--- config.mk ---
export PLATFORM = sky130hd
export DESIGN_NAME = dtcc_top
export DESIGN_NICKNAME = d
export VERILOG_FILES = /design/src/design/dtcc_pkg.sv /design/src/design/dtcc_top.sv
export SDC_FILE = /design/constraint.sdc
export NUM_CORES = 1
export LEC_CHECK = 0
export ABC_AREA = 1
export BUFFER_PORTS_ARGS = -buffer_cell sky130_fd_sc_hd__buf_2
export CAP_MARGIN = 20
export CELL_PAD_IN_SITES_DETAIL_PLACEMENT = 0
export CELL_PAD_IN_SITES_GLOBAL_PLACEMENT = 1
export CORE_UTILIZATION = 41
export CTS_CLUSTER_DIAMETER = 120
export DETAILED_ROUTE_END_ITERATION = 6
export PLACE_DENSITY_LB_ADDON = 0.1
export SLEW_MARGIN = 20
export SYNTH_ARGS = -nofsm -noshare
export SYNTH_HDL_FRONTEND = slang
export SYNTH_SLANG_ARGS = --single-unit
--- constraint.sdc ---
create_clock -name clk -period 3.7 [get_ports clk]
set_clock_uncertainty 0.15 [all_clocks]
set_input_delay 0.185 -clock clk [delete_from_list [all_inputs] [get_ports clk]]
set_output_delay 0.185 -clock clk [all_outputs]
set_load 0.01 [all_outputs]
--- src/design/dtcc_pkg.sv ---
package dtcc_pkg;
  localparam int          CNT_W          = 16;
  localparam int          NUM_SUB        = 6;
  localparam int          NUM_WAVE       = 4;
  localparam int          NUM_FILT       = 10;
  localparam int          DIV_W          = 9;
  localparam int          SUB_LO_CH      = 0;
  localparam int          SUB_HI_CH      = 5;
  localparam logic [15:0] CNT_MAX        = 16'hFFFF;
  localparam logic [15:0] CNT_ZERO       = 16'h0000;
  localparam logic [15:0] CCR_RESET      = 16'h0000;
  localparam int          BASE_DIV2_SH   = 1;
  localparam int          BASE_DIV4_SH   = 2;
  localparam logic [2:0]  PRE_SEL_MAX    = 3'h6;
  localparam int          FXX_HZ_DEF     = 100_000_000;
  localparam int          BASE_MAX_HZ    = 16_000_000;
  localparam int          COUNT_MAX_HZ   = 8_000_000;
  localparam int          FILT_PIN_CLK   = 0;
  localparam int          FILT_PIN_CAP   = 1;
  localparam int          FILT_PIN_CTL   = 7;
  localparam int          FILT_PIN_UPS   = 8;
  localparam int          DLY_DEPTH      = 4;

  // Software configuration bits, held steady by the owner
  typedef struct packed {
    logic       base_div4;
    logic [2:0] pre_sel;
    logic       ext_clk_en;
    logic       ext_gate_en;
    logic       ext_clear_en;
    logic       ext_dir_en;
    logic       count_down;
    logic       cascade;
    logic       delay_en;
    logic       filt_en;
    logic [5:0] cap_mode;
    logic [5:0] ups_sel;
  } dtcc_cfg_t;
endpackage : dtcc_pkg

--- src/design/dtcc_top.sv ---
`timescale 1ns/1ps
module dtcc_top #(
  parameter int FXX_HZ = dtcc_pkg::FXX_HZ_DEF,
  parameter int CNT_W  = dtcc_pkg::CNT_W
) (
  input  wire logic                 clk,
  input  wire logic                 arst_n,
  input  wire dtcc_pkg::dtcc_cfg_t  cfg,
  input  wire logic                 count_run,
  input  wire logic [5:0]           sw_capture,
  input  wire logic [5:0]           ccr_wr,
  input  wire logic [15:0]          ccr_wdata,
  input  wire logic [5:0]           capture_event_pins,
  input  wire logic                 upstream_timer_match_irq_0,
  input  wire logic                 upstream_timer_match_irq_1,
  input  wire logic                 external_count_clock_pin,
  input  wire logic                 external_control_pin,
  output logic [15:0]               timer_a_counter,
  output logic [15:0]               timer_b_counter,
  output logic [5:0][15:0]          subchannel_capture_compare_reg,
  output logic [4:1][15:0]          subchannel_secondary_capture_reg,
  output logic [5:0]                subchannel_match_irq,
  output logic                      counter_a_overflow_irq,
  output logic                      counter_b_overflow_irq,
  output logic [3:0]                waveform_outputs,
  output logic                      a_max,
  output logic                      a_zero,
  output logic                      b_max,
  output logic                      b_zero,
  output logic                      cfg_error,
  output logic                      rate_error
);

  if (CNT_W != dtcc_pkg::CNT_W) begin : g_bad_width
    $error("dtcc_top: counter width must be 16");
  end

  // Input filter: a new level passes only after two equal samples
  logic [dtcc_pkg::NUM_FILT-1:0] raw_in;
  logic [dtcc_pkg::NUM_FILT-1:0] samp;
  logic [dtcc_pkg::NUM_FILT-1:0] filt;
  logic [dtcc_pkg::NUM_FILT-1:0] filt_q;
  logic [dtcc_pkg::NUM_FILT-1:0] rise;
  assign raw_in = {upstream_timer_match_irq_1, upstream_timer_match_irq_0,
                   external_control_pin, capture_event_pins, external_count_clock_pin};

  for (genvar i = 0; i < dtcc_pkg::NUM_FILT; i++) begin : g_filt
    always_ff @(posedge clk or negedge arst_n) begin
      if (!arst_n) begin
        samp[i] <= 1'b0;
        filt[i] <= 1'b0;
      end else begin
        samp[i] <= raw_in[i];
        if (!cfg.filt_en || samp[i] == raw_in[i]) begin
          filt[i] <= raw_in[i];
        end
      end
    end
  end

  // Edge detection on the filtered inputs
  always_ff @(posedge clk or negedge arst_n) begin
    if (!arst_n) begin
      filt_q <= '0;
    end else begin
      filt_q <= filt;
    end
  end
  assign rise = filt & ~filt_q;

  // Free divider; count tick when the low shift bits are all ones
  logic [dtcc_pkg::DIV_W-1:0] div_cnt;
  logic [3:0]                 shift;
  logic [dtcc_pkg::DIV_W-1:0] div_mask;
  logic                       pre_tick;
  always_ff @(posedge clk or negedge arst_n) begin
    if (!arst_n) begin
      div_cnt <= '0;
    end else begin
      div_cnt <= div_cnt + 1'b1;
    end
  end
  assign shift    = 4'(cfg.base_div4 ? dtcc_pkg::BASE_DIV4_SH : dtcc_pkg::BASE_DIV2_SH)
                  + 4'(cfg.pre_sel) + 4'h1;
  assign div_mask = dtcc_pkg::DIV_W'((1 << shift) - 1);
  assign pre_tick = (div_cnt & div_mask) == div_mask;

  // Rate limits for the chosen base and count clocks
  always_comb begin
    int base_hz;
    int cnt_hz;
    base_hz = FXX_HZ >> (cfg.base_div4 ? dtcc_pkg::BASE_DIV4_SH : dtcc_pkg::BASE_DIV2_SH);
    cnt_hz  = FXX_HZ >> shift;
    rate_error = !cfg.ext_clk_en && (base_hz > dtcc_pkg::BASE_MAX_HZ
                 || cnt_hz > dtcc_pkg::COUNT_MAX_HZ);
  end

  // Illegal external-control combinations stop the counters
  assign cfg_error = (cfg.ext_gate_en && cfg.ext_clear_en && cfg.ext_dir_en)
                   || cfg.pre_sel > dtcc_pkg::PRE_SEL_MAX;

  // Count step, clear and direction
  logic ctl_lvl;
  logic tick;
  logic step;
  logic ext_clr;
  logic dir_down;
  assign ctl_lvl  = filt[dtcc_pkg::FILT_PIN_CTL];
  assign tick     = cfg.ext_clk_en ? rise[dtcc_pkg::FILT_PIN_CLK] : pre_tick;
  assign step     = tick && count_run && !cfg_error
                  && (!cfg.ext_gate_en || ctl_lvl);
  assign ext_clr  = cfg.ext_clear_en && !cfg.cascade && !cfg_error
                  && rise[dtcc_pkg::FILT_PIN_CTL];
  assign dir_down = !cfg.cascade
                  && (cfg.ext_dir_en ? !ctl_lvl : cfg.count_down);

  logic        cascade_count_pulse_pulse;
  logic        step_b;
  logic [15:0] next_a;
  logic [15:0] next_b;
  assign cascade_count_pulse_pulse = step && a_max;
  assign step_b     = cfg.cascade ? cascade_count_pulse_pulse : step;
  assign next_a     = dir_down ? timer_a_counter - 1'b1 : timer_a_counter + 1'b1;
  assign next_b     = dir_down ? timer_b_counter - 1'b1 : timer_b_counter + 1'b1;

  // Counter A, the low half in cascade
  always_ff @(posedge clk or negedge arst_n) begin
    if (!arst_n) begin
      timer_a_counter <= dtcc_pkg::CNT_ZERO;
    end else if (ext_clr) begin
      timer_a_counter <= dtcc_pkg::CNT_ZERO;
    end else if (step) begin
      timer_a_counter <= next_a;
    end
  end

  // Counter B, the high half in cascade
  always_ff @(posedge clk or negedge arst_n) begin
    if (!arst_n) begin
      timer_b_counter <= dtcc_pkg::CNT_ZERO;
    end else if (ext_clr) begin
      timer_b_counter <= dtcc_pkg::CNT_ZERO;
    end else if (step_b) begin
      timer_b_counter <= next_b;
    end
  end

  assign a_max  = timer_a_counter == dtcc_pkg::CNT_MAX;
  assign a_zero = timer_a_counter == dtcc_pkg::CNT_ZERO;
  assign b_max  = timer_b_counter == dtcc_pkg::CNT_MAX;
  assign b_zero = timer_b_counter == dtcc_pkg::CNT_ZERO;

  // Overflow pulses when a counter moves onto FFFFH
  always_ff @(posedge clk or negedge arst_n) begin
    if (!arst_n) begin
      counter_a_overflow_irq <= 1'b0;
      counter_b_overflow_irq <= 1'b0;
    end else begin
      counter_a_overflow_irq <= step && !ext_clr && next_a == dtcc_pkg::CNT_MAX;
      counter_b_overflow_irq <= step_b && !ext_clr && next_b == dtcc_pkg::CNT_MAX;
    end
  end

  // Channel usability: cascade keeps only 1 to 4, capture only
  function automatic logic dtcc_usable(input int ch, input logic cascade_count_pulse);
    return !cascade_count_pulse || (ch != dtcc_pkg::SUB_LO_CH && ch != dtcc_pkg::SUB_HI_CH);
  endfunction : dtcc_usable

  // Capture and compare channels
  logic [5:0] cap_trig;
  logic [5:0] cap_en;
  logic [5:0] cmp_hit;
  for (genvar n = 0; n < dtcc_pkg::NUM_SUB; n++) begin : g_sub
    logic        ups;
    logic        is_cap;
    logic [15:0] own_cnt;
    logic [15:0] own_next;
    logic        own_step;
    assign ups      = n % 2 == 0 ? filt[dtcc_pkg::FILT_PIN_UPS]
                                 : filt[dtcc_pkg::FILT_PIN_UPS + 1];
    assign is_cap   = cfg.cap_mode[n] || cfg.cascade;
    assign own_cnt  = n == dtcc_pkg::SUB_HI_CH ? timer_b_counter : timer_a_counter;
    assign own_next = n == dtcc_pkg::SUB_HI_CH ? next_b : next_a;
    assign own_step = n == dtcc_pkg::SUB_HI_CH ? step_b : step;
    assign cap_trig[n] = rise[dtcc_pkg::FILT_PIN_CAP + n] || sw_capture[n]
                       || (cfg.ups_sel[n] && ups && !filt_q[dtcc_pkg::FILT_PIN_UPS + n % 2]);
    assign cap_en[n]   = is_cap && cap_trig[n] && dtcc_usable(n, cfg.cascade);
    assign cmp_hit[n]  = !is_cap && own_step && !ext_clr
                       && own_next == subchannel_capture_compare_reg[n];

    // Capture wins over a software write in the same cycle
    always_ff @(posedge clk or negedge arst_n) begin
      if (!arst_n) begin
        subchannel_capture_compare_reg[n] <= dtcc_pkg::CCR_RESET;
      end else if (cap_en[n]) begin
        subchannel_capture_compare_reg[n] <= own_cnt;
      end else if (ccr_wr[n]) begin
        subchannel_capture_compare_reg[n] <= ccr_wdata;
      end
    end

    // Match pulse on compare, or capture pulse in capture mode
    always_ff @(posedge clk or negedge arst_n) begin
      if (!arst_n) begin
        subchannel_match_irq[n] <= 1'b0;
      end else begin
        subchannel_match_irq[n] <= cmp_hit[n] || cap_en[n];
      end
    end

    // Channels 1 to 4 also latch counter B for the high half
    if (n >= 1 && n <= dtcc_pkg::NUM_WAVE) begin : g_sec
      always_ff @(posedge clk or negedge arst_n) begin
        if (!arst_n) begin
          subchannel_secondary_capture_reg[n] <= dtcc_pkg::CCR_RESET;
        end else if (cap_en[n]) begin
          subchannel_secondary_capture_reg[n] <= timer_b_counter;
        end
      end
    end
  end

  // Waveform outputs: set by match, reset when counter A reaches zero
  logic [3:0]                      wave_raw;
  logic [dtcc_pkg::DLY_DEPTH-1:0]  dly [4];
  for (genvar w = 0; w < dtcc_pkg::NUM_WAVE; w++) begin : g_wave
    always_ff @(posedge clk or negedge arst_n) begin
      if (!arst_n) begin
        wave_raw[w] <= 1'b0;
      end else if (cmp_hit[w + 1]) begin
        wave_raw[w] <= 1'b1;
      end else if (a_zero) begin
        wave_raw[w] <= 1'b0;
      end
    end

    // Output w lags by w clocks so edges never coincide
    always_ff @(posedge clk or negedge arst_n) begin
      if (!arst_n) begin
        dly[w]              <= '0;
        waveform_outputs[w] <= 1'b0;
      end else begin
        dly[w]              <= {dly[w][dtcc_pkg::DLY_DEPTH-2:0], wave_raw[w]};
        waveform_outputs[w] <= (cfg.delay_en && w > 0) ? dly[w][(w > 0) ? w - 1 : 0]
                                                       : wave_raw[w];
      end
    end
  end

  // Checks
  a_wrap_up: assert property (@(posedge clk) disable iff (!arst_n)
    (step && !ext_clr && !dir_down && a_max) |=> a_zero)
    else $error("counter A did not wrap to zero");

  a_ovf_pulse: assert property (@(posedge clk) disable iff (!arst_n)
    counter_a_overflow_irq |-> a_max && $changed(timer_a_counter))
    else $error("overflow pulse without reaching maximum");

  a_cascade_count_pulse_hold: assert property (@(posedge clk) disable iff (!arst_n)
    (cfg.cascade && !a_max && !ext_clr) |=> $stable(timer_b_counter))
    else $error("counter B moved in cascade without carry");

  a_cascade_count_pulse_noclr: assert property (@(posedge clk) disable iff (!arst_n)
    cfg.cascade |-> !ext_clr)
    else $error("pin clear acted in cascade");

  a_gate_off: assert property (@(posedge clk) disable iff (!arst_n)
    (cfg.ext_gate_en && !ctl_lvl && !ext_clr) |=> $stable(timer_a_counter))
    else $error("counter moved while gated off");

  a_combo_stop: assert property (@(posedge clk) disable iff (!arst_n)
    (cfg.ext_gate_en && cfg.ext_clear_en && cfg.ext_dir_en) |=> $stable(timer_a_counter))
    else $error("counter ran with all pin controls set");

  a_match_irq: assert property (@(posedge clk) disable iff (!arst_n)
    (!cfg.cascade && !cfg.cap_mode[0] && step && !ext_clr
     && next_a == subchannel_capture_compare_reg[0]) |=> subchannel_match_irq[0])
    else $error("missed compare match on channel 0");

  a_cap_value: assert property (@(posedge clk) disable iff (!arst_n)
    cap_en[1] |=> subchannel_capture_compare_reg[1] == $past(timer_a_counter)
                  && subchannel_secondary_capture_reg[1] == $past(timer_b_counter))
    else $error("capture latched wrong value");

  a_wave_zero: assert property (@(posedge clk) disable iff (!arst_n)
    (a_zero && !cmp_hit[1]) ##1 !cfg.delay_en |=> !waveform_outputs[0])
    else $error("zero count did not reset output");

  a_wave_delay: assert property (@(posedge clk) disable iff (!arst_n)
    (cfg.delay_en && $rose(wave_raw[3])) ##1 cfg.delay_en[*3] |=> $rose(waveform_outputs[3]))
    else $error("output 4 delay wrong");

endmodule : dtcc_top

# [Yosys cells after proc, flatten, opt, wreduce, memory -nomap -nowiden]
# Cells that the tools add are included.
[word_totals] regBits=253 inputBits=65 out_inout_bits=210 word_cells=240
[classes] n_addsub=8 order_cmp=3 n_eq_ne=21 shifts=3 n_mux=30 bitwise_logic=3 reduce_logical=119
[op_table] operator="16-bit 2-to-1 mux" count=18
[op_table] operator="16-bit equality test" count=6
[op_table] operator="16-bit equality test (second input constant)" count=4
[op_table] operator="1-bit logical AND" count=53
[op_table] operator="1-bit logical OR" count=37
[op_table] operator="16-bit by 1-bit adder with 16-bit output (second input constant)" count=2
[op_table] operator="32-bit by 24-bit > comparator with 1-bit output (second input constant)" count=1
[op_table] operator="32-bit by 25-bit > comparator with 1-bit output (second input constant)" count=1
[op_table] operator="16-bit zero test" count=2
[op_table] operator="27-bit by 2-bit >> shifter with 32-bit output (first input constant)" count=1
[op_table] operator="27-bit by 4-bit >> shifter with 32-bit output (first input constant)" count=1
[op_table] operator="16-bit by 1-bit subtractor with 16-bit output (second input constant)" count=2
[op_table] operator="2-bit nonzero test" count=12
[op_table] operator="1-bit zero test" count=15
[op_table] operator="1-bit 2-to-1 mux" count=11
[op_table] operator="1-bit equality test" count=10
[op_table] operator="9-bit by 1-bit adder with 9-bit output (second input constant)" count=1
[op_table] operator="9-bit bitwise AND" count=1
[op_table] operator="9-bit equality test" count=1
[op_table] operator="1-bit by 4-bit << shifter with 9-bit output (first input constant)" count=1
[op_table] operator="9-bit by 2-bit subtractor with 9-bit output (second input constant)" count=1
[op_table] operator="8-bit bitwise AND" count=1
[op_table] operator="8-bit NOT" count=1
[op_table] operator="4-bit by 1-bit adder with 4-bit output (second input constant)" count=1
[op_table] operator="other kinds (3)" count=3

# [Longest topological paths before layout]
# Gate-level depths: netlist (run 1).
[logic_depth] ltp_word=17 ltp_mapped=23 mapped_depth_nobuf=23

# [Worst setup path before layout (run 1)]
# OpenSTA, ideal clock, no wires.
[synth_path] path_type="register to register" startpoint="register filt, in the netlist ctl_lvl" endpoint="register subchannel_match_irq[0]" setup_ps=68 arrival_ps=2821 t_required_ps=3482 slack_ps=661 path_stages_with_launch=18 period_less_slack_ps=3039 path_cell_list="dfrtp_1 -> nand2_1 -> nand3_1 -> inv_1 -> ha_1 -> nand2_1 -> inv_1 -> a21oi_1 -> nand2_1 -> nand2_1 -> nand2_2 -> nand2_1 -> nand2_1 -> a21oi_1 -> nand3_1 -> nor3_1 -> nand2_1 -> nand2_1"
[synth_between] elab_chain_cells=7 word_cells_on_any_way=14
[synth_lines] item="from (decl)" line="dtcc_top.sv:41" source="logic [dtcc_pkg::NUM_FILT-1:0] filt;"
[synth_lines] item="from (signal, indexed assignment)" line="dtcc_top.sv:55" source="filt[i] <= raw_in[i];"
[synth_lines] item="1-bit zero test" line="dtcc_top.sv:115" source="&& (cfg.ext_dir_en ? !ctl_lvl : cfg.count_down);"
[synth_lines] item="1-bit 2-to-1 mux" line="dtcc_top.sv:115"
[synth_lines] item="1-bit logical AND" line="dtcc_top.sv:115"
[synth_lines] item="16-bit 2-to-1 mux" line="dtcc_top.sv:123" source="assign next_a = dir_down ? timer_a_counter - 1'b1 : timer_a_counter + 1'b1;"
[synth_lines] item="16-bit equality test" line="dtcc_top.sv:189" source="&& own_next == subchannel_capture_compare_reg[n];"
[synth_lines] item="1-bit logical AND (*)" line="dtcc_top.sv:189"
[synth_lines] item="1-bit logical OR (*)" line="dtcc_top.sv:207" source="subchannel_match_irq[n] <= cmp_hit[n] || cap_en[n];"
[synth_lines] item="to (signal, indexed assignment)" line="dtcc_top.sv:207"
[synth_lines] item="to (decl)" line="dtcc_top.sv:22" source="output logic [5:0] subchannel_match_irq,"
# Every way passes the cells marked *; elsewhere a longest branch is shown, timed or not.
# A chain may end at the register's enable or synchronous reset.

# [Worst setup path after layout (run 1)]
[layout_path] startpoint="register filt, in the netlist ctl_lvl" endpoint="register subchannel_match_irq[4]"
# Same word-level chain as after synthesis.

==> results.md, run 1 <==
- Num CTS Buffers: 29
- Worst R2R End: subchannel_match_irq[4]$_DFF_PN0_
- Yosys warns: 0
- Post-Syn Area: 0.0143 mm^2
- Max FO, Critical Path: 15
- WL final: 54700 um
- Ports: ~280
- Deepest clock path buffer count: 3
- Mapped Nets: 1917
- Design area: 0.0175 mm^2
- Area contributors post-synth: dfrtp_1 44%, nand2_1 12%, nand3_1 9.3%
- Post-synthesis async set-or-reset flop share: 100%
- Setup Viol. Count Final: 0
- Post-cts sizing count: 0
- Non-filler cells, final: about 2600
- Root Driver: clkbuf_16
- Slew Viols, Final: 0
- Min-delay src: count_run
- CTS tree: built
- Rows: 68
- Total GRT Usage: 30.5%
- Wire per inst: 21.1 um
- CP required: 4050 ps
- PortBufs: 274
- Relative slew slack: 30.9%
- Layout area overhead: 22.6%
- Post-CTS setup buffers: 0
- Leakage: ~9.1 nW
- Final net count: 2216
- Die area: ~0.036 mm^2
- H-tree depth: 1
- Achievable frequency: around 290 MHz
- Share of the synthesized area in the top cell type: 44.2%
- First-pass GRT wire length: 82400 um
- DR DRC count: 0
- Yosys top cell by area: dfrtp_1
- Syn Area/Cell: 7.88 um^2
- Initial antenna violation count: 2
- Cell with the most instances after synthesis: nand2_1
- Hold violation count in the final report: 0
- Gr ovfl total: 0
- Share of cells above drive strength 1: a little under a fifth
- Top_reg_cell synth: dfrtp_1
- RSZ-0062 raised after global routing: no
- Max_cap viols: 0
- Chip height: 189 um
- Reg2reg path depth: 17
- Worst min path class: in2reg
- Drt pass-1 iters: 5
- Worst R2R Start: ctl_lvl$_DFFE_PN0P_
- Peak supply drop: roughly 0.39 mV
- Post-synth top cells: 443 x nand2_1, 267 x nand3_1, 257 x inv_1
- GPL Wtd Cong: 0.994
- WHS Path Cells: 5
- Post-CTS Hold Fix Bufs: 37
- Clk sink count: approximately 250
- Synthesis-stage register bit count: 253
- CORE AREA: between 0.03 and 0.04 mm^2
- WHS Endpoint: counter_b_overflow_irq$_DFF_PN0_
- Status: completed
- Clk Latency, worst-skew pair: around 570 ps
- Antenna viol nets, final: 0
- Design Power: 12.2 mW
- Worst-path clk slew: roughly 60 ps
- Final min period: 3480 ps
- Dpl cells: around 2500
- Largest net degree at the start of global routing: roughly 110
- Max reg flops: 96
- Starting Density: 41.5%
- Sequential share of the synthesized area: 44.2%
- Dpl cell area: 0.0162 mm^2
- Hold slack: 12.8 ps
- Internal reg-to-reg setup slack: 220 ps
- EDFF count, synth: 0
- CP arrival: between 3000 and 4000 ps
- Number of global-route vias before repair: 13412
- HPWL after DPL: 40700 um
- Die width: between 150 and 200 um
- Crit path launch type: flop
- CP endpoint kind: flop
- Post-Synthesis Cells: 1815
- PwrDens: 697 mW/mm^2
- Slew at the pin closest to its max-slew limit: 1030 ps
- Cell variety after synth: 49
- DR vias/cell: 5.47
- Fin crit share: between 90% and 100%
- Setup TNS: 0 ps
- 1st-iter DRT viols: 1282
- Routed vias: 14182
- Critical path class: reg2reg
## per-layer routing
layer  vias up  global-route usage [%]  share of wire (%)
met5         -                       0                  0
met4         0                    9.49                3.0
met3        96                    6.37                8.7
met2       623                    46.7                 44
met1      6769                    43.0                 44
li1       6694                       -                  -
## cell usage in the layout, fill, tap and decap left out, types with 5 or more instances in the layout
cell,instances
clkbuf_8,5
inv_2,6
dlygate4sd3_1,37
dfrtp_1,253
o221ai_1,82
o31ai_1,8
clkbuf_1,6
ha_1,34
inv_1,257
a21oi_1,26
clkinv_2,8
o31ai_4,5
nand2_1,443
nor3_1,12
o211ai_1,16
o21ai_1,13
nor2_1,97
o22ai_2,10
nor4_1,8
clkbuf_16,29
and2_1,5
o21ai_0,87
nand2_2,23
buf_4,16
nand4_1,28
buf_2,273
nand3_1,267
xor2_1,36
## how the worst max path moves through the flow
stage	from	to	slack, ps	cells after the start
after floorplan	ctl_lvl$_DFFE_PN0P_	subchannel_match_irq[0]$_DFF_PN0_	660	17
after global placement	ctl_lvl$_DFFE_PN0P_	subchannel_match_irq[4]$_DFF_PN0_	190	17
after detailed placement	ctl_lvl$_DFFE_PN0P_	subchannel_match_irq[4]$_DFF_PN0_	260	17
after CTS	ctl_lvl$_DFFE_PN0P_	subchannel_match_irq[4]$_DFF_PN0_	230	17
after global routing	ctl_lvl$_DFFE_PN0P_	subchannel_match_irq[3]$_DFF_PN0_	20	20
final	ctl_lvl$_DFFE_PN0P_	subchannel_match_irq[4]$_DFF_PN0_	220	17
## layout make-up
type	instances	area, um^2
fillers	3480	16900
clock buffers	40	817
multi-input cells	1237	6780
flip-flops and latches	253	6330
clock inverters	13	136
well taps	455	569
repair buffers	329	1910
inverters	264	991
diodes	2	5.00
## cells by family (layout without fill, tap and decap cells)
kind of cell,Yosys count,after routing,synth area share [%]
buffers and inverters,325,646,8.78
and+or+nand+nor,899,899,27.9
xor gates and xnor gates,43,43,3.03
adders and majority gates,37,37,3.39
muxes,3,3,0.236
AOI/OAI and AO/OA,255,255,12.4
DFF,253,253,44.2
other,0,2,0
## stage by stage
step / worst slack, ps / util (%)
after global routing: 16.1 / 50.9
after CTS: 228 / 50.9
after floorplan: 661 / -
after global placement: 194 / 47.0
final: 220 / 50.9
after detailed placement: 256 / 47.0
## worst max-delay path, cell delays in order (launching register included)
cell and delay (ps):
dfrtp_1 360, nand2_1 60, nand3_1 110, inv_1 80, buf_4 220, fa_1 740, inv_1 180, a21oi_1 170
nand3_1 120, nor2_1 160, nand3_1 90, nor2_1 170, nand4_1 160, nor2_1 260, nand3_1 130, nor2_1 100
nand2_1 70, nand2_1 60
## power by group
part	internal (mW)	switching [mW]	leakage [nW]
clock network	1.68	1.22	0.474
registers	3.46	0.663	3.20
logic	1.75	3.44	5.43
No activity file was read; power rests on OpenSTA's default activity.
==> run 2, diff against run 1 <==
--- a/config.mk
+++ b/config.mk
@@ -13,7 +13,7 @@
 export CORE_UTILIZATION = 41
 export CTS_CLUSTER_DIAMETER = 120
 export DETAILED_ROUTE_END_ITERATION = 6
-export PLACE_DENSITY_LB_ADDON = 0.1
+export PLACE_DENSITY = 0.79
 export SLEW_MARGIN = 20
 export SYNTH_ARGS = -nofsm -noshare
 export SYNTH_HDL_FRONTEND = slang
==> run 2 against run 1 <==
  * Cell count barely moved
  * Critical path type unchanged
  * Sequential share of layout area fell by 0.18 points
  * Largest cell class unchanged
  * Worst setup slack improved by 86 ps
  * Critical endpoint is now wave_raw[1]$_DFFE_PN0P_
  * Via count rose by 0.30%
==> results.md, run 2 (same netlist as run 1, synthesis figures left out) <==
- Status: completed
- Number of global-route vias before repair: 13480
- FF/Latch Area: 0.00633 mm^2
- Dpl cells: 2506
- CP endpoint kind: flop
- Setup TNS: 0 ps
- Peak supply drop: 0.358 mV
- Commonest cells after routing, fill and taps aside: 443 x nand2_1, 273 x buf_2, 267 x nand3_1, 257 x inv_1, 253 x dfrtp_1
- Fill count: 3412
- H-tree depth: 1
- Internal power: 7.08 mW
- PortBufs: 274
- Final min period: 3390 ps
- Final net count: 2220
- Worst R2R Start: ctl_lvl$_DFFE_PN0P_
- Largest net degree at the start of global routing: 98
- CP arrival: roughly 3700 ps
- Wire per inst: 20.8 um
- Hold violation count in the final report: 0
- Clk Latency, worst-skew pair: 560 ps
- Area of the multi-input gates: 0.00678 mm^2
- Critical path's top delay family: simple AND/OR/NAND/NOR gates
- Cell Chain, Critical Path: nand2_1 > nand3_1 > inv_1 > buf_4 > fa_1 > inv_1 > a21oi_1 > nand3_1 > nor2_1 > nand2_1 > nor2_1 > nand4_1 > nor2_1 > nand3_1 > nor2_1 > nand2_1 > nand2_1
- Deepest clock path buffer count: 3
- Die area: 0.0357 mm^2
- Drt pass-1 iters: 5
- Max reg flops: between 90 and 100
- Sw Ratio: 42.8%
- Design area: around 0.018 mm^2
- Design Power: 12.4 mW
- Leakage: 9.15 nW
- Max_cap viols: 0
- PwrDens: 703 mW/mm^2
- Most common cell after layout, fill and taps aside: nand2_1
- Crit. Startpoint: ctl_lvl$_DFFE_PN0P_
- 1st-iter DRT viols: 1290
- Slew at the pin closest to its max-slew limit: roughly 860 ps
- CTS tree: built
- Setup ws final: between 300 and 400 ps
- HPWL after DPL: 40400 um
- Antenna viol nets, final: 0
- Routed vias: approximately 14000
- Max FO, Critical Path: 15
- Slowest Stage Delay on Critical Path: 740 ps
- Antenna diodes: 0
- Rows: 68
- Cell at the slowest stage of the critical path: fa_1
- Starting Density: 41.5%
- Min-delay src: cfg[14]
- Worst min path class: in2reg
- Worst path bufs/invs: 3
- Gr ovfl total: 0
- DR vias/cell: ~5.5
- Setup Viol. Count Final: 0
- Hold slack: roughly 11 ps
- Worst-path clk slew: around 70 ps
- Slew Viols, Final: 0
- CP required: 4040 ps
- Ports: 275
- Share of cells above drive strength 1: about a fifth
- Achievable frequency: slightly below 300 MHz
- Dpl ws: 211 ps
- First-pass GRT wire length: about 80000 um
- RSZ-0062 raised after global routing: no
- GPL Wtd Cong: 0.954
- Final Core Density: between 50% and 60%
- Non-filler cells, final: between 2000 and 3000
- Dpl cell area: 0.0162 mm^2
- CORE AREA: 0.0345 mm^2
- Switching pwr: approximately 5.3 mW
- Clk sink count: approximately 250
- Relative slew slack: 42.9%
- Clock share of power: ~25%
- Root Driver: clkbuf_16
- Total GRT Usage: 29.9%
- Sequential share of power: 33.3%
- Initial antenna violation count: 0
- Num CTS Buffers: 28
- Die width: 189 um
- Crit path launch type: flop
- DR DRC count: 0
- Chip height: 189 um
- Critical path class: reg2reg
- Fin crit share: between 90 and 100%
- WL final: 53900 um
- Logic pwr share: 42.0%
- Layout area overhead: 23.2%
[run 2: cell types whose count changed in the layout (fill, tap and decap cells not counted), sizes merged]
cell	before	now
clkbuf	40	37
buf	292	297
clkinv	10	9
bufinv	2	4
clkinvlp	1	2
diode	2	0
[run 2: power by group through the flow]
stage                     sequential, mW  clock [mW]  combinational [mW]
final                               4.13        3.05                5.20
after global routing                4.19        3.19                5.74
after CTS                           4.11        3.08                5.17
after detailed placement            4.14           0                5.12
after global placement              4.15           0                5.09
after floorplan                     4.23           0                2.92
[run 2: repair_timing]
item	in CTS	in global routing
hold buffers	37	0
buffers inserted	0	0
hold endpoints to repair	220	0
resized for setup	0	0
[run 2: path summary, 6_finish.rpt]
kind	to	slack, ps	cells after the start
worst max-delay path	wave_raw[1]$_DFFE_PN0P_	310	17
worst min-delay path	subchannel_match_irq[0]$_DFF_PN0_	10	5
worst max register to register	wave_raw[1]$_DFFE_PN0P_	310	17
worst min register to register	dly[1]$_DFF_PN0_	200	0
max in group asynchronous	subchannel_secondary_capture_reg[61]$_DFFE_PN0P_	2270	3
min in group asynchronous	samp[0]$_DFF_PN0_	110	2
[run 2: worst register-to-register path, cell delays in order, from the launching register on]
cell and delay (ps):
dfrtp_1 350, nand2_1 50, nand3_1 100, inv_1 80, buf_4 210, fa_1 750
inv_1 190, a21oi_1 150, nand3_1 130, nor2_1 130, nand2_1 50, nor2_1 190
nand4_1 150, nor2_1 210, nand3_1 130, nor2_1 150, nand2_1 100, nand2_1 70
[run 2: final cells by class]
class                      count  share of cell area (%)
inverter                     264                    5.62
sequential                   253                    35.9
clock inverter                15                    1.04
timing repair buffer         334                    11.1
tap                          455                    3.23
multi-input combinational   1237                    38.4
clock buffer                  37                    4.68
[run 2: per-layer routing]
layer / vias to the layer above / wire, um / track usage, %
met5: - / 0 / 0
met4: 0 / 1680 / 9.43
met3: 82 / 3760 / 3.63
met2: 608 / 24700 / 47.9
met1: 6859 / 23800 / 42.2
li1: 6676 / - / -
